[config.mk]
export PLATFORM = sky130hd
export DESIGN_NAME = scd_clock_control
export DESIGN_NICKNAME = d
export VERILOG_FILES = /design/src/rtl/scd_pkg.sv /design/src/rtl/scd_clock_control.sv /design/src/rtl/scd_divider.sv
export SDC_FILE = /design/constraint.sdc
export NUM_CORES = 1
export LEC_CHECK = 0
export ABC_AREA = 0
export ABC_CLOCK_PERIOD_IN_PS = 3100
export BUFFER_PORTS_ARGS = -buffer_cell sky130_fd_sc_hd__buf_2
export CAP_MARGIN = 15
export CORE_ASPECT_RATIO = 0.8
export CORE_MARGIN = 5
export CORE_UTILIZATION = 50
export DETAILED_ROUTE_END_ITERATION = 6
export PLACE_DENSITY_LB_ADDON = 0.15
export SLEW_MARGIN = 20
export SYNTH_ARGS = -nofsm -noshare
export SYNTH_HDL_FRONTEND = slang
export SYNTH_SLANG_ARGS = --single-unit
[constraint.sdc]
create_clock -name ref_clk -period 3.1 [get_ports ref_clk]
set_input_delay 0.155 -clock ref_clk [delete_from_list [all_inputs] [get_ports ref_clk]]
set_output_delay 0.155 -clock ref_clk [all_outputs]
set_load 0.005 [all_outputs]
[src/rtl/scd_pkg.sv]
package scd_pkg;
  // Register byte addresses
  localparam logic [7:0] SCD_ADDR_BASIC_TIMER_CONTROL = 8'hd3;
  localparam logic [7:0] SCD_ADDR_SYSTEM_CLOCK_CONTROL = 8'hd4;
  localparam logic [7:0] SCD_ADDR_CLOCK_OUTPUT_CONTROL = 8'he8;
  localparam logic [7:0] SCD_ADDR_OSC_SELECT = 8'hf0;
  localparam logic [7:0] SCD_ADDR_STATUS = 8'hf4;
  // Field positions
  localparam int SCD_WAKE_IRQ_BIT = 7;
  localparam int SCD_SYS_DIV_LSB = 3;
  localparam int SCD_TMR_CLR_BIT = 1;
  localparam int SCD_PRE_CLR_BIT = 0;
  localparam int SCD_OSC_SEL_BIT = 0;
  // Reset values
  localparam logic SCD_WAKE_IRQ_RST = 1'b0;
  localparam logic [1:0] SCD_SYS_DIV_RST = 2'h0;
  localparam logic [1:0] SCD_CLK_OUT_RST = 2'h0;
  localparam logic SCD_OSC_SEL_RST = 1'b0;
  // Divider ratios as terminal counts (ratio - 1)
  localparam logic [5:0] SCD_TC_DIV64 = 6'h3f;
  localparam logic [5:0] SCD_TC_DIV16 = 6'h0f;
  localparam logic [5:0] SCD_TC_DIV8 = 6'h07;
  localparam logic [5:0] SCD_TC_DIV4 = 6'h03;
  localparam logic [5:0] SCD_TC_DIV2 = 6'h01;
  localparam logic [5:0] SCD_TC_DIV1 = 6'h00;
  localparam int SCD_TIMER_W = 8;
  typedef enum logic [1:0] {
    SCD_BUS_IDLE = 2'b00,
    SCD_BUS_ACK = 2'b01
  } scd_bus_state_t;
endpackage

[src/rtl/scd_clock_control.sv]
// Summary of operation
// - Timer clear bit zeroes counter, self-clears
// - Prescaler clear bit zeroes divider, self-clears
// - Dividers fed by selected oscillator enable
// - Bit 7: 0 wake-up allowed, 1 blocked
// - Bits 4:3 select /16, /8, /2, /1
// - Reset selects slowest system clock /16
//
// Implementation choice: the Wishbone interface to the registers.
module scd_clock_control
  import scd_pkg::*;
(
  // Clock and reset
  input wire logic ref_clk,
  input wire logic rst_n,
  // Wishbone slave
  input wire logic wb_cyc_i,
  input wire logic wb_stb_i,
  input wire logic wb_we_i,
  input wire logic [7:0] wb_adr_i,
  input wire logic [7:0] wb_dat_i,
  output logic [7:0] wb_dat_o,
  output logic wb_ack_i_unused_n,
  output logic wb_ack_o,
  // Oscillator enables (pins)
  input wire logic main_osc_en,
  input wire logic sub_osc_en,
  // Wake-up request from power-down
  input wire logic irq_req,
  // Outputs
  output logic sys_clk_en,
  output logic clk_out,
  output logic wake_up,
  output logic [7:0] basic_timer_count,
  output logic prescaler_clear
);
  import scd_pkg::*;

  function automatic logic [5:0] sys_term(input logic [1:0] sel);
    unique case (sel)
      2'b00: sys_term = SCD_TC_DIV16;
      2'b01: sys_term = SCD_TC_DIV8;
      2'b10: sys_term = SCD_TC_DIV2;
      2'b11: sys_term = SCD_TC_DIV1;
    endcase
  endfunction

  function automatic logic [5:0] out_term(input logic [1:0] sel);
    unique case (sel)
      2'b00: out_term = SCD_TC_DIV64;
      2'b01: out_term = SCD_TC_DIV16;
      2'b10: out_term = SCD_TC_DIV8;
      2'b11: out_term = SCD_TC_DIV4;
    endcase
  endfunction

  // Pin synchronisers
  logic [1:0] main_s1_q, main_s2_q, irq_s1_q, irq_s2_q;
  always_ff @(posedge ref_clk or negedge rst_n) begin
    if (!rst_n) begin
      main_s1_q <= 2'b00;
      main_s2_q <= 2'b00;
      irq_s1_q <= 2'b00;
      irq_s2_q <= 2'b00;
    end else begin
      main_s1_q <= {sub_osc_en, main_osc_en};
      main_s2_q <= main_s1_q;
      irq_s1_q <= {1'b0, irq_req};
      irq_s2_q <= irq_s1_q;
    end
  end

  // Register and bus state
  scd_bus_state_t bus_q, bus_d;
  logic wake_dis_q, wake_dis_d;
  logic [1:0] sys_div_q, sys_div_d;
  logic [1:0] out_div_q, out_div_d;
  logic osc_sel_q, osc_sel_d;
  logic tmr_clr_q, tmr_clr_d;
  logic pre_clr_q, pre_clr_d;
  logic [7:0] rdat_q, rdat_d;
  logic req;
  logic src_en;
  logic sys_tick, sys_wave, out_tick, out_wave;
  logic [SCD_TIMER_W-1:0] tmr_q, tmr_d;
  logic wake_q, wake_d;
  logic ack_q, ack_d;
  logic spare_q, spare_d;

  assign req = wb_cyc_i && wb_stb_i && (bus_q == SCD_BUS_IDLE);
  // Selected oscillator drives every divider
  assign src_en = osc_sel_q ? main_s2_q[1] : main_s2_q[0];

  always_comb begin
    bus_d = SCD_BUS_IDLE;
    ack_d = 1'b0;
    // Spare pin held high from a flop, no function
    spare_d = 1'b1;
    wake_dis_d = wake_dis_q;
    sys_div_d = sys_div_q;
    out_div_d = out_div_q;
    osc_sel_d = osc_sel_q;
    // Command bits live one cycle only
    tmr_clr_d = 1'b0;
    pre_clr_d = 1'b0;
    rdat_d = rdat_q;
    if (req) begin
      bus_d = SCD_BUS_ACK;
      // Registered ack costs one wait state but keeps stb off any comb path
      ack_d = 1'b1;
      rdat_d = 8'h00;
      unique case (wb_adr_i)
        SCD_ADDR_BASIC_TIMER_CONTROL: begin
          if (wb_we_i) begin
            tmr_clr_d = wb_dat_i[SCD_TMR_CLR_BIT];
            pre_clr_d = wb_dat_i[SCD_PRE_CLR_BIT];
          end
        end
        SCD_ADDR_SYSTEM_CLOCK_CONTROL: begin
          if (wb_we_i) begin
            wake_dis_d = wb_dat_i[SCD_WAKE_IRQ_BIT];
            sys_div_d = wb_dat_i[SCD_SYS_DIV_LSB +: 2];
          end
          rdat_d[SCD_WAKE_IRQ_BIT] = wake_dis_q;
          rdat_d[SCD_SYS_DIV_LSB +: 2] = sys_div_q;
        end
        SCD_ADDR_CLOCK_OUTPUT_CONTROL: begin
          if (wb_we_i) begin
            out_div_d = wb_dat_i[1:0];
          end
          rdat_d[1:0] = out_div_q;
        end
        SCD_ADDR_OSC_SELECT: begin
          if (wb_we_i) begin
            osc_sel_d = wb_dat_i[SCD_OSC_SEL_BIT];
          end
          rdat_d[SCD_OSC_SEL_BIT] = osc_sel_q;
        end
        SCD_ADDR_STATUS: begin
          rdat_d = tmr_q;
        end
        // Unmapped: acked, reads zero, writes dropped
        default: rdat_d = 8'h00;
      endcase
    end
  end

  // Basic timer counter, counts system ticks
  always_comb begin
    tmr_d = tmr_q;
    if (tmr_clr_q) begin
      tmr_d = '0;
    end else if (sys_tick) begin
      tmr_d = tmr_q + 8'h01;
    end
    // Wake-up only when IRQ allowed
    wake_d = irq_s2_q[0] && !wake_dis_q;
  end

  always_ff @(posedge ref_clk or negedge rst_n) begin
    if (!rst_n) begin
      bus_q <= SCD_BUS_IDLE;
      ack_q <= 1'b0;
      spare_q <= 1'b1;
      wake_dis_q <= SCD_WAKE_IRQ_RST;
      sys_div_q <= SCD_SYS_DIV_RST;
      out_div_q <= SCD_CLK_OUT_RST;
      osc_sel_q <= SCD_OSC_SEL_RST;
      tmr_clr_q <= 1'b0;
      pre_clr_q <= 1'b0;
      rdat_q <= 8'h00;
      tmr_q <= '0;
      wake_q <= 1'b0;
    end else begin
      bus_q <= bus_d;
      ack_q <= ack_d;
      spare_q <= spare_d;
      wake_dis_q <= wake_dis_d;
      sys_div_q <= sys_div_d;
      out_div_q <= out_div_d;
      osc_sel_q <= osc_sel_d;
      tmr_clr_q <= tmr_clr_d;
      pre_clr_q <= pre_clr_d;
      rdat_q <= rdat_d;
      tmr_q <= tmr_d;
      wake_q <= wake_d;
    end
  end

  // System clock divider
  scd_divider u_sys_div (
    .ref_clk(ref_clk),
    .rst_n(rst_n),
    .src_en(src_en),
    .clear(pre_clr_q),
    .term(sys_term(sys_div_q)),
    .tick(sys_tick),
    .wave(sys_wave)
  );

  // Clock output divider
  scd_divider u_out_div (
    .ref_clk(ref_clk),
    .rst_n(rst_n),
    .src_en(src_en),
    .clear(pre_clr_q),
    .term(out_term(out_div_q)),
    .tick(out_tick),
    .wave(out_wave)
  );

  assign wb_ack_o = ack_q;
  assign wb_dat_o = rdat_q;
  assign wb_ack_i_unused_n = spare_q;
  assign sys_clk_en = sys_tick;
  assign clk_out = out_wave;
  assign wake_up = wake_q;
  assign basic_timer_count = tmr_q;
  assign prescaler_clear = pre_clr_q;

  logic unused_ok;
  assign unused_ok = ^{sys_wave, out_tick, main_s2_q, irq_s2_q[1]};
endmodule

[src/rtl/scd_divider.sv]
module scd_divider (
  // Clock and reset
  input wire logic ref_clk,
  input wire logic rst_n,
  // Control
  input wire logic src_en,
  input wire logic clear,
  input wire logic [5:0] term,
  // Result
  output logic tick,
  output logic wave
);
  logic [5:0] cnt_q, cnt_d;
  logic tick_q, tick_d, wave_q, wave_d;
  always_comb begin
    cnt_d = cnt_q;
    tick_d = 1'b0;
    wave_d = wave_q;
    if (clear) begin
      cnt_d = 6'h00;
      wave_d = 1'b0;
    end else if (src_en) begin
      if (cnt_q >= term) begin
        cnt_d = 6'h00;
        tick_d = 1'b1;
      end else begin
        cnt_d = cnt_q + 6'h01;
      end
      // Square-ish wave, high in first half of period
      wave_d = (term == 6'h00) ? ~wave_q : (cnt_d <= (term >> 1));
    end
  end
  always_ff @(posedge ref_clk or negedge rst_n) begin
    if (!rst_n) begin
      cnt_q <= 6'h00;
      tick_q <= 1'b0;
      wave_q <= 1'b0;
    end else begin
      cnt_q <= cnt_d;
      tick_q <= tick_d;
      wave_q <= wave_d;
    end
  end
  assign tick = tick_q;
  assign wave = wave_q;
endmodule

Word-level counts from Yosys, hierarchy flattened
Cells that the tools add are included.
{ "classes": {"bitwise_logic": 1, "eq_ne": 11, "n_shift": 0, "addsub": 3, "div": 0, "multipliers": 0, "n_reduce_logical": 13, "n_lt_le_gt_ge": 3, "mux": 33} }
{ "op_table": {"columns": ["operator", "count"], "rows": [
  ["6-bit 2-to-1 mux", 8],
  ["6-bit one-hot mux with 4 select lines", 2],
  ["8-bit == test, second input constant", 5],
  ["1-bit 2-to-1 mux", 16],
  ["8-bit 2-to-1 mux", 2],
  ["6-bit by 1-bit adder with 6-bit output, second input constant", 2],
  ["6-bit >= comparator", 2],
  ["3-bit AND reduction", 3],
  ["8-bit by 1-bit adder with 8-bit output, second input constant", 1],
  ["2-bit == test, second input constant", 4],
  ["6-bit by 5-bit less-or-equal comparator with 1-bit output", 1],
  ["2-bit zero test", 3],
  ["6-bit zero test", 1],
  ["2-bit by 1-bit == test with 1-bit output, second input constant", 2],
  ["1-bit one-hot mux with 2 select lines", 2],
  ["2-bit one-hot mux with 2 select lines", 1],
  ["2-bit nonzero test", 2],
  ["1-bit logical AND", 3],
  ["1-bit one-hot mux with 3 select lines", 1],
  ["2-bit 2-to-1 mux", 1],
  ["1-bit zero test", 1],
  ["1-bit NOT", 1]
]} }
{ "totals": {"ram_bits": 0, "n_memories": 0, "regBits": 48, "inputBits": 24, "rom_bits": 0, "latch_bits": 0, "output_inout_bits": 22} }

Logic depth before layout (Yosys ltp)
Gate-level depths: netlist of run 1.
{ "logic_depth": {"depth_word": 10, "mapped_depth": 12} }

Hierarchy
Synthesis of run 1 repeated with hierarchy kept, for this count alone.
{ "hier_totals": {"hier_cells": 299, "area_unflattened_um2": 3088.0} }
{ "by_module_without_submodules": {"columns": ["module", "area_each_um2", "cells_per_inst", "instances"], "rows": [
  ["scd_divider", 850.8, 91, 2],
  ["scd_clock_control", 1386.3, 117, 1]
]} }

Worst setup path after synthesis of run 1
Ideal clock, no wire load.
{ "synth_path": {"path_type": "register -> register", "startpoint": "register out_div_q[1]", "endpoint": "register u_out_div.wave_q, in the netlist u_out_div.wave", "t_arrival_ps": 2561, "stages_incl_launch_ff": 12, "n_path_buf": 1, "slack_ps": 461, "synth_period_minus_slack_ps": 2639, "setup_ps": 78, "path_cell_list": "dfrtp_1 or2_2 ha_1 o211ai_1 o21ai_0 clkbuf_1 nor2_1 ha_1 nand2_1 o31ai_1 o211ai_1 a21oi_1"} }
{ "synth_between": {"elab_chain_len": 10} }
{ "synth_rtl": {"columns": ["element", "line_no", "text"], "rows": [
  ["start: declaration", "scd_clock_control.sv:77", "logic [1:0] out_div_q, out_div_d;"],
  ["start signal: assignment", "scd_clock_control.sv:180", "out_div_q <= out_div_d;"],
  ["2-bit == test (tied with other cells)", "scd_clock_control.sv:49", "unique case (sel)"],
  ["6-bit one-hot mux with 4 select lines (*)", "scd_clock_control.sv:49", null],
  ["6-bit >= comparator", "scd_divider.sv:23", "if (cnt_q >= term) begin"],
  ["6-bit 2-to-1 mux", "scd_divider.sv:23", null],
  ["6-bit 2-to-1 mux", "scd_divider.sv:22", "end else if (src_en) begin"],
  ["6-bit 2-to-1 mux", "scd_divider.sv:19", "if (clear) begin"],
  ["6-bit by 5-bit less-or-equal comparator with 1-bit output", "scd_divider.sv:30", "wave_d = (term == 6'h00) ? ~wave_q : (cnt_d <= (term >> 1));"],
  ["1-bit 2-to-1 mux (*)", "scd_divider.sv:30", null],
  ["1-bit 2-to-1 mux (*)", "scd_divider.sv:22", null],
  ["1-bit 2-to-1 mux (*)", "scd_divider.sv:19", null],
  ["end signal: assignment", "scd_divider.sv:41", "wave_q <= wave_d;"],
  ["end: declaration", "scd_divider.sv:14", "logic tick_q, tick_d, wave_q, wave_d;"]
]} }
Every way passes the cells marked *; elsewhere a longest branch is shown, timed or not. The select of a mux whose other input is x is not followed.
A chain may end at the register's enable or synchronous reset.

Worst setup path in the final report of run 1
Ends and elaborated chain as after synthesis.

==> summary.md, run 1 <==
| Metric | Value |
|---|---|
| Post-synth top area cell | dfrtp_1 |
| CP Buf/Inv Count | 0 |
| Worst hold path type | primary input to flip-flop |
| GR Util All Layers | 16.9% |
| Die area | 0.00633 sq mm |
| Post-DP HPWL | 3.78 mm |
| R2R setup slack | 480 ps |
| DRC viols | 0 |
| Mapped cell area | about 0.0024 sq mm |
| Crit. Startpoint | out_div_q[1] |
| Final setup fails | 0 |
| CTS tree | done |
| Critical Path End Type | flip-flop |
| Mapped Cells | 232 |
| Area Growth Syn to Fin | 17.0% |
| Max rail drop VDD | 0.389 mV |
| Antenna diodes | 0 |
| Share of post-route cells with drive strength above 1 | 24.5% |
| Fmax | 0.382 GHz |
| Clk Latency, worst-skew pair | just under 300 ps |
| Die height | a little over 70 um |
| Post-synth top flop | dfrtp_1 |
| Tcrit/Tclk final | 84.5% |
| Routed WL | 4.97 mm |
| Seq cells post-synth | 46 |
| Clock Tree Buf Depth | 2 |
| Status | finished, final reports clean |
| Root buffer cell | clkbuf_8 |
| Vias post-DR | about 1800 |
| Synth Net Count | around 270 |
| Avg WL per Cell | 14.8 um |
| Main area contributors after synthesis | dfrtp_1, ha_1, nand2_1 |
| Clk slew on worst S/H paths | 80 ps |
| Top-count cell post-synth | dfrtp_1 |
| Std cell rows | 22 |
| Delay of the slowest critical-path stage | 450 ps |
| Inserted Clock Buffers | 5 |
| H-Tree Depth | 2 |
| Delay-heaviest family, CP | compound AO/OA/AOI/OAI gates |
| Crit path capture | u_out_div.wave |
| Synth Warn # | 0 |
| Total gr overflow | 0 |
| Vias/cell | 5.24 |
| Actual slew at the worst max-slew pin | 574 ps |
| Initial core utilization | 52.2% |
| Cell Area, Placed | roughly 0.0027 sq mm |
| Post-synthesis async set-or-reset flop share | 100% |
| Detail Route Antenna Nets | 0 |
| Placed Cells | 326 |
| Worst-path cell chain | or2_2 > ha_1 > o211ai_1 > o21ai_1 > nor2_1 > ha_1 > a21oi_1 > o21ai_0 > o31ai_1 > o211ai_1 > a21oi_1 |
| Post-Layout Cell Count | 337 |
| Post-CTS Setup Inserts | 0 |
| Crit path time final | 2620 ps |
| EDFF count, synth | 0 |
| Crit path max-delay cell type | dfrtp_1 |
| Relative slew margins | 61.7% |
| # Max-Cap Violations | 0 |
| Count of different cell masters after synthesis | 45 |
| Number of buffers added on ports | 41 |
| Final Skew | approximately 2.6 ps |
| Gpl congestion | around 0.80 |
| Top cell type's share of synthesized area | about 48% |
| Worst-path fanout max | 6 |
| Post-synth top cells | dfrtp_1, nand2_1, nor2_1 |
| Sum of negative setup slack | 0 ps |
| Die Span X | just under 90 um |
| Leak pwr | 1.38 nW |
| Core Region | 0.00462 sq mm |
| Mapped Avg Cell Area | 10.4 sq um |
| TritonRoute pass-1 iters | 4 |
| Clock Sinks | 46 |
| Power Density | 606 mW/mm^2 |
| First-pass GRT wire length | between 8 and 9 mm |
| Worst path depth | 11 |
| Worst Setup Start Kind | flip-flop |
| Vias in the first global route | 1694 |
| Max-slew violations | 0 |
| # IOs | 46 |
| Drt initial violations | 53 |
| Worst reg2reg path depth | 11 |
| Pin count of the biggest net entering global routing | 47 |
| WP data arrival | around 2800 ps |
| RR Startpoint | out_div_q[1] |
| Final Hold Fails | 0 |
| Initial antenna violation count | 0 |
| Final nets | 316 |
| RSZ-0062 raised after global routing | false |
| Sequential share of the synthesized area | 47.7% |
| Fin area | ~0.0028 sq mm |
| Critical path class | flip-flop to flip-flop |
| CP Data Required Time | 3320 ps |
| Worst reg2reg path endpoint | u_out_div.wave |
-- worst register-to-register path: stages, from the launching register on --
cell,delay [ps]
dfrtp_1,450
or2_2,350
ha_1,300
o211ai_1,90
o21ai_1,370
nor2_1,100
ha_1,300
a21oi_1,130
o21ai_0,90
o31ai_1,70
o211ai_1,130
a21oi_1,150
-- cell usage in the layout (no fill, tap or decap), types with 3 or more instances in the layout --
cell	synthesis	routed
o2111ai_1	3	3
buf_2	0	40
nand3_1	4	4
nor2b_1	4	4
dlygate4sd3_1	0	4
mux2i_1	6	6
a21oi_1	11	11
o31ai_1	4	4
dfrtp_1	46	46
clkbuf_8	0	6
mux2_2	7	7
and2_1	8	8
o21ai_2	3	3
nand2_1	26	26
buf_4	1	4
nor2_1	18	18
or3_1	4	4
xnor2_1	6	6
o21ai_0	9	8
or2_2	3	3
inv_1	5	5
nand3b_1	4	4
xor2_1	7	7
ha_1	15	15
-- flip-flops by register name (all words and copies together) (netlist names) --
signal	count
bus_q	1
wake_up	1
u_out_div.cnt_q	6
sys_div_q	2
u_sys_div.cnt_q	6
main_s2_q	2
u_out_div.wave	1
out_div_q	2
wb_dat_o	8
basic_timer_count	8
osc_sel_q	1
prescaler_clear	1
irq_s2_q	1
tmr_clr_q	1
u_sys_div.tick	1
irq_s1_q	1
wake_dis_q	1
main_s1_q	2
-- metal layers --
metal | vias up | global-route usage, % | wire length (um)
met5 | - | 0 | 0
met4 | 0 | 5.11 | 51
met3 | 5 | 3.63 | 204
met2 | 28 | 23.2 | 2120
met1 | 828 | 26.4 | 2600
li1 | 906 | - | -
-- per-stage QoR --
step	util [%]	setup slack (ps)	hold slack, ps	power (W)
6_report	61.0	482	95.9	0.00171
4_1_cts	60.8	249	65.3	0.00173
5_1_grt	61.0	218	85.1	0.00185
3_5_place_dp	57.7	293	264	0.00127
2_1_floorplan	-	461	-141	0.00112
3_3_place_gp	57.7	340	263	0.00126
-- power breakdown --
group	total (W)	leakage (nW)	switching (W)	internal, W
combinational	0.000439	0.722	0.000218	0.000221
sequential	0.000827	0.600	0.000130	0.000697
clock	0.000445	0.0573	0.000187	0.000258
total	0.00171	1.38	0.000535	0.00118
-- how the worst min path moves through the flow --
stage,slack (ps),end,from,cells after the start
2_1_floorplan,-140,basic_timer_count[0],rst_n,0
3_3_place_gp,260,main_s1_q[0],main_osc_en,1
3_5_place_dp,260,main_s1_q[1],sub_osc_en,1
4_1_cts,70,u_out_div.cnt_q[3],rst_n,1
5_1_grt,90,sys_div_q[1],wb_dat_i[4],2
6_report,100,tmr_clr_q,wb_dat_i[1],2
-- repair_timing --
item / CTS / global route
resized for setup: 0 / 1
setup endpoints to repair: 0 / 1
hold buffers: 3 / 1
hold endpoints to repair: 3 / 46
-- area by class of cell --
class / count / area (sq um)
clock buffers: 6 / 82.6
clock inverters: 1 / 30.0
fillers: 411 / 1800
inverters: 5 / 18.8
multi-input cells: 171 / 1190
flip-flops and latches: 46 / 1150
well taps: 60 / 75.1
repair buffers: 48 / 270
-- kinds of logic (layout without fill, tap and decap cells) --
logic type,Yosys count,after routing,synth area share [%]
xor gates and xnor gates,13,13,4.72
adders and majority gates,15,15,7.78
and+or+nand+nor,88,88,19.9
buffers and inverters,15,60,2.80
AOI/OAI and AO/OA,41,41,11.2
muxes,13,13,5.75
other,1,1,0.155
DFF,46,46,47.7
(Power assumes the default switching activity.)
==> run 2, diff against run 1 <==
--- a/config.mk
+++ b/config.mk
@@ -6,7 +6,7 @@
 export NUM_CORES = 1
 export LEC_CHECK = 0
 export ABC_AREA = 0
-export ABC_CLOCK_PERIOD_IN_PS = 3100
+export ABC_CLOCK_PERIOD_IN_PS = 2470
 export BUFFER_PORTS_ARGS = -buffer_cell sky130_fd_sc_hd__buf_2
 export CAP_MARGIN = 15
 export CORE_ASPECT_RATIO = 0.8
==> constraint.sdc (replaced) <==
create_clock -name ref_clk -period 2.47 [get_ports ref_clk]
set_input_delay 0.1235 -clock ref_clk [delete_from_list [all_inputs] [get_ports ref_clk]]
set_output_delay 0.1235 -clock ref_clk [all_outputs]
set_load 0.005 [all_outputs]
==> run 2 against run 1 <==
  * First-iteration DRC count increased by 43%
  * Critical path depth decreased by 2
  * Non-clock buffer count increased by 11
  * Clock power increased by 22%
  * Total power increased by 29%
  * Cell count increased by 3.6%
  * Final area increased by 4.7%
  * Largest cell class unchanged
  * Via count increased by 6.2%
  * Highest routed layer unchanged
  * Clock skew increased by 1.5 ps
  * Die area unchanged
  * Global-route usage increased by 0.50 points
  * Fmax increased by 12%
==> summary.md, run 2 (synthesis gave the netlist of run 1 again) <==
| Metric | Value |
|---|---|
| RSZ-0062 raised after global routing | true |
| Vias in the first global route | 1725 (+1.8%) |
| Fmax | 0.429 GHz (+12%) |
| # IOs | 46 (unchanged) |
| Avg WL per Cell | 14.8 um (+0.58%) |
| Commonest cells after routing, fill and taps aside | dfrtp_1, buf_2, nand2_1 |
| Sum of negative setup slack | 0 ps (unchanged) |
| Clk Latency, worst-skew pair | 290 ps (about the same) |
| Initial antenna violation count | 0 (unchanged) |
| Power Density | 749 mW/mm^2 (+24%) |
| Detail Route Antenna Nets | 0 (unchanged) |
| Critical path class | flip-flop to flip-flop |
| Fin util | 63.9% (+2.9 points) |
| Worst-path fanout max | 7 (+1) |
| Final Hold Fails | 0 (unchanged) |
| Total gr overflow | 0 (unchanged) |
| Pre-CTS setup slack | -79.8 ps (-373 ps) |
| WP data arrival | 2540 ps (-290 ps) |
| CP Data Required Time | 2680 ps (-640 ps) |
| Tot Pwr | 0.00221 W (+29%) |
| Final nets | 327 (+3.5%) |
| Pin count of the biggest net entering global routing | 47 (unchanged) |
| RR Startpoint | out_div_q[1] |
| PnR worst setup slack | 139 ps (-342 ps) |
| Commonest non-fill, non-tap cell in the layout | dfrtp_1 |
| Relative slew margins | 61.2% (-0.52 points) |
| TritonRoute pass-1 iters | 4 (unchanged) |
| Inserted Clock Buffers | 5 (unchanged) |
| Crit path top cell by count | buf_4 |
| Drt initial violations | 76 (+43%) |
| Status | finished, final reports clean |
| Max rail drop VDD | 0.412 mV (+5.8%) |
| Final Skew | 4.10 ps (+1.50 ps) |
| Placed Cells | 334 (+2.5%) |
| Hold depth | 2 (unchanged) |
| Clock Tree Buf Depth | 2 (unchanged) |
| Std cell rows | 22 (unchanged) |
| Leak pwr | 1.44 nW (+4.3%) |
| Antenna diodes | 0 (unchanged) |
| First-pass GRT wire length | 8.55 mm (+2.7%) |
| Routed WL | 5.18 mm (+4.2%) |
| Gpl congestion | 0.815 (+2.5%) |
| Worst-path cell chain | buf_4 > and2_4 > ha_1 > a211oi_2 > o21ai_2 > buf_4 > buf_4 > or4_1 > a21oi_1 |
| Critical Path End Type | flip-flop |
| HP Start | wb_dat_i[7] |
| Root buffer cell | clkbuf_8 |
| Crit. Startpoint | out_div_q[1] |
| Clk slew on worst S/H paths | 80 ps (about the same) |
| Die Span X | 87.7 um (unchanged) |
| CTS tree | done |
| # Max-Cap Violations | 0 (unchanged) |
| Core Region | 0.00462 sq mm (unchanged) |
| Share of post-route cells with drive strength above 1 | 30.8% (+6.2 points) |
| Crit path max-delay cell type | or4_1 |
| Post-Layout Cell Count | 349 (+3.6%) |
| Max-slew violations | 0 (unchanged) |
| Tcrit/Tclk final | 94.4% (+9.9 points) |
| Area Growth Syn to Fin | 22.4% |
| Vias/cell | 5.38 (+2.5%) |
| Vias post-DR | 1876 (+6.2%) |
| Post-DP HPWL | 3.82 mm (+1.2%) |
| Crit path time final | 2330 ps (-288 ps) |
| Die area | 0.00633 sq mm (unchanged) |
| Worst Setup Start Kind | flip-flop |
| Worst reg2reg path depth | 9 (-2) |
| Delay of the slowest critical-path stage | 500 ps (+50 ps) |
| DRC viols | 0 (unchanged) |
| GR Util All Layers | 17.4% (+0.50 points) |
| Actual slew at the worst max-slew pin | 582 ps (+7.78 ps) |
| Final setup fails | 0 (unchanged) |
| Clock Sinks | 46 (unchanged) |
| Initial core utilization | 52.2% (unchanged) |
| Number of buffers added on ports | 41 (unchanged) |
| H-Tree Depth | 2 (unchanged) |
| Worst hold path type | primary input to flip-flop |
| Die height | 72.1 um (unchanged) |
[run 2: what timing repair did]
item,4_1_cts,5_1_grt
hold buffers,3,1
buffers inserted,0,3
setup endpoints to repair,1,1
pin swaps,0,14
cloned,0,0
endpoints found under the hold margin,3,46
gates resized for setup,1,10
[run 2: worst max-delay path: cells and delay by family, from the launching register on]
family / cells / cell delay (ps)
flops: 1 / 380
compound gates: 3 / 500
fa+ha+maj: 1 / 270
simple gates: 2 / 660
buf+inv: 3 / 440
[run 2: where the power goes]
part           internal, W  total, W  switching, W
Sequential        0.000875   0.00103      0.000155
Clock             0.000298  0.000541      0.000243
Combinational     0.000331  0.000642      0.000312
Total              0.00150   0.00221      0.000710
[run 2: final timing paths]
path                                      end  slack [ps]
max                        u_out_div.cnt_q[4]         140
max in group asynchronous      u_sys_div.tick        1710
min reg2reg                      main_s2_q[1]         350
min in group asynchronous  u_out_div.cnt_q[5]         360
min                                wake_dis_q          60
max reg2reg                u_out_div.cnt_q[4]         140
[run 2: cell type report]
| class | instances | area, sq um |
|---|---|---|
| Tap cell | 60 | 75.1 |
| Inverter | 5 | 18.8 |
| Sequential cell | 46 | 1150 |
| Fill cell | 383 | 1670 |
| Clock inverter | 3 | 40.0 |
| Timing Repair Buffer | 59 | 353 |
| Clock buffer | 5 | 68.8 |
| Multi-Input combinational cell | 171 | 1250 |
[run 2: through the flow]
step / hold slack (ps) / instance area [sq um]
global placement: 231 / 2730
floorplan: -172 / 2410
CTS: 34.2 / 2870
global route: 52.8 / 2960
finish: 59.6 / 2960
detailed placement: 233 / 2730
[run 2: per-layer routing]
layer | wire length (um) | global-route usage [%]
met4 | 76 | 4.60
met1 | 2580 | 26.3
met5 | 0 | 0
met3 | 226 | 3.52
met2 | 2300 | 25.3
==> run 3, diff against run 2 <==
--- a/config.mk
+++ b/config.mk
@@ -6,12 +6,13 @@
 export NUM_CORES = 1
 export LEC_CHECK = 0
 export ABC_AREA = 0
-export ABC_CLOCK_PERIOD_IN_PS = 2470
+export ABC_CLOCK_PERIOD_IN_PS = 2080
 export BUFFER_PORTS_ARGS = -buffer_cell sky130_fd_sc_hd__buf_2
 export CAP_MARGIN = 15
 export CORE_ASPECT_RATIO = 0.8
 export CORE_MARGIN = 5
 export CORE_UTILIZATION = 50
+export CTS_BUF_LIST = sky130_fd_sc_hd__clkbuf_16
 export DETAILED_ROUTE_END_ITERATION = 6
 export PLACE_DENSITY_LB_ADDON = 0.15
 export SLEW_MARGIN = 20
==> constraint.sdc (replaced) <==
create_clock -name ref_clk -period 2.08 [get_ports ref_clk]
set_input_delay 0.104 -clock ref_clk [delete_from_list [all_inputs] [get_ports ref_clk]]
set_output_delay 0.104 -clock ref_clk [all_outputs]
set_load 0.005 [all_outputs]
==> run 3 against run 2 <==
  * The flow now finishes with violations (negative setup slack)
  * Combinational power rose by 38%
  * Critical path depth increased by 2
  * Setup slack got worse by 350 ps
  * Clock-buffer cell count stayed put
  * Clock skew up 0.72 ps
  * Final area is 5.7% higher
  * Critical endpoint is now u_out_div.wave
  * Largest cell class unchanged
  * Largest power group unchanged
==> summary.md, run 3 (synthesis gave the netlist of run 1 again) <==
| Metric | Value |
|---|---|
| Status | finished with violations |
| Failing checks | negative setup slack |
| Vias in the first global route | 1923 (+11%) |
| DRC viols | 0 (unchanged) |
| Vias post-DR | 1936 (+3.2%) |
| CP Data Required Time | 2250 ps (-430 ps) |
| Final nets | 336 (+2.8%) |
| Clk Latency, worst-skew pair | 280 ps (about the same) |
| First-pass GRT wire length | 9.53 mm (+11%) |
| Commonest non-fill, non-tap cell in the layout | dfrtp_1 |
| Clk slew on worst S/H paths | 60 ps (-20 ps) |
| Die area | 0.00633 sq mm (unchanged) |
| WP data arrival | 2460 ps (-80 ps) |
| Commonest cells after routing, fill and taps aside | dfrtp_1, buf_2, nand2_1 |
| Post-Layout Cell Count | 358 (+2.6%) |
| Critical Path End Type | flip-flop |
| Total gr overflow | 0 (unchanged) |
| Routed WL | 5.66 mm (+9.3%) |
| RR Startpoint | out_div_q[0] |
| Clock Sinks | 46 (unchanged) |
| Number of buffers added on ports | 41 (unchanged) |
| GR Util All Layers | 19.6% (+2.3 points) |
| Tcrit/Tclk final | 110% (+16 points) |
| Worst-path cell chain | or2_4 > ha_4 > o211ai_1 > o21ai_4 > nor2_1 > ha_1 > nand2_1 > o21ai_1 > o31ai_2 > o211ai_1 > a21oi_1 |
| Crit path time final | 2290 ps (-40.0 ps) |
| Die Span X | 87.7 um (unchanged) |
| Worst Setup Start Kind | flip-flop |
| Root buffer cell | clkbuf_16 |
| Fillcell total | 367 (-4.2%) |
| Max-slew violations | 0 (unchanged) |
| Die height | 72.1 um (unchanged) |
| Power Density | 954 mW/mm^2 (+27%) |
| Max rail drop VDD | 0.694 mV (+68%) |
| RSZ-0062 raised after global routing | true |
| Post-DP HPWL | 4.21 mm (+10%) |
| # Max-Cap Violations | 0 (unchanged) |
| Std cell rows | 22 (unchanged) |
| Crit path max-delay cell type | dfrtp_1 |
| H-Tree Depth | 2 (unchanged) |
| Fin util | 67.6% (+3.7 points) |
| Pre-CTS setup slack | -240 ps (-161 ps) |
| Worst-path fanout max | 6 (-1) |
| Initial antenna violation count | 0 (unchanged) |
| Final Hold Fails | 0 (unchanged) |
| PnR worst setup slack | -211 ps (-350 ps) |
| Drt initial violations | 121 (+59%) |
| Crit. Startpoint | out_div_q[0] |
| # IOs | 46 (unchanged) |
| Critical path class | flip-flop to flip-flop |
| Pin count of the biggest net entering global routing | 29 (-38%) |
| Worst hold path type | primary input to flip-flop |
| Share of post-route cells with drive strength above 1 | 34.9% (+4.1 points) |
| Fmax | 0.437 GHz (+1.7%) |
| Leak pwr | 1.52 nW (+5.7%) |
| Detail Route Antenna Nets | 0 (unchanged) |
| Sum of negative setup slack | -382 ps (-382 ps) |
| Final Skew | 4.82 ps (+0.720 ps) |
| Final setup fails | 4 (+4) |
| Placed Cells | 344 (+3.0%) |
| Gpl congestion | 0.863 (+5.9%) |
| CTS tree | done |
| Crit path top cell by count | o211ai_1 |
| Initial core utilization | 52.2% (unchanged) |
| Vias/cell | 5.41 (+0.60%) |
| Area Growth Syn to Fin | 29.4% |
| Clock Tree Buf Depth | 2 (unchanged) |
| Avg WL per Cell | 15.8 um (+6.6%) |
| TritonRoute pass-1 iters | 4 (unchanged) |
| Delay of the slowest critical-path stage | 380 ps (-120 ps) |
| Antenna diodes | 0 (unchanged) |
| Core Region | 0.00462 sq mm (unchanged) |
| HP Start | wb_dat_i[1] |
| Hold slack | 52.1 ps (-7.54 ps) |
| Inserted Clock Buffers | 5 (unchanged) |
-- run 3: cell type report --
| cell class | count | area, sq um | area share, % |
|---|---|---|---|
| timing repair buffer | 68 | 422 | 13.5 |
| multi-input combinational | 171 | 1290 | 41.2 |
| sequential | 46 | 1150 | 36.8 |
| clock buffer | 5 | 125 | 4.00 |
| tap | 60 | 75.1 | 2.40 |
| inverter | 5 | 18.8 | 0.601 |
| clock inverter | 3 | 43.8 | 1.40 |
-- run 3: stage by stage --
step	cell area [sq um]	total power, W
after CTS	3090	0.00298
after global placement	2810	0.00199
final	3120	0.00298
after floorplan	2430	0.00168
after global routing	3120	0.00320
after detailed placement	2810	0.00201
-- run 3: per-layer routing --
metal,up-vias,global-route usage (%),routed length [um]
met5,-,0,0
met2,49,30.3,2640
met1,930,28.1,2650
met3,5,3.86,314
li1,952,-,-
met4,0,5.62,53
-- run 3: final timing paths --
check                                endpoint  slack, ps  cells past startpoint
setup / recovery               u_out_div.wave       -210                     11
max in group asynchronous        out_div_q[1]       1060                      3
min in group asynchronous  u_out_div.cnt_q[0]        300                      2
hold / removal                      tmr_clr_q         50                      2
setup reg to reg               u_out_div.wave       -210                     11
hold reg to reg                  main_s2_q[0]        350                      0
-- run 3: worst max-delay path, delay by kind of cell, from the launching register on --
family | cells | cell delay [ps]
adder cells (fa/ha/maj) | 2 | 560
AO/OA/AOI/OAI | 6 | 800
flip-flops | 1 | 380
AND/OR/NAND/NOR | 3 | 430
-- run 3: report_power, final --
group / switching [W] / internal (W)
Clock: 0.000327 / 0.000568
Combinational: 0.000425 / 0.000461
Sequential: 0.000158 / 0.00104
Total: 0.000910 / 0.00207
-- run 3: what timing repair did --
item	4_1_cts	5_1_grt
hold buffers	4	0
pin swaps	4	8
hold endpoints to repair	21	0
gates resized for setup	7	10
endpoints found under the setup margin	4	5
setup buffers	2	0
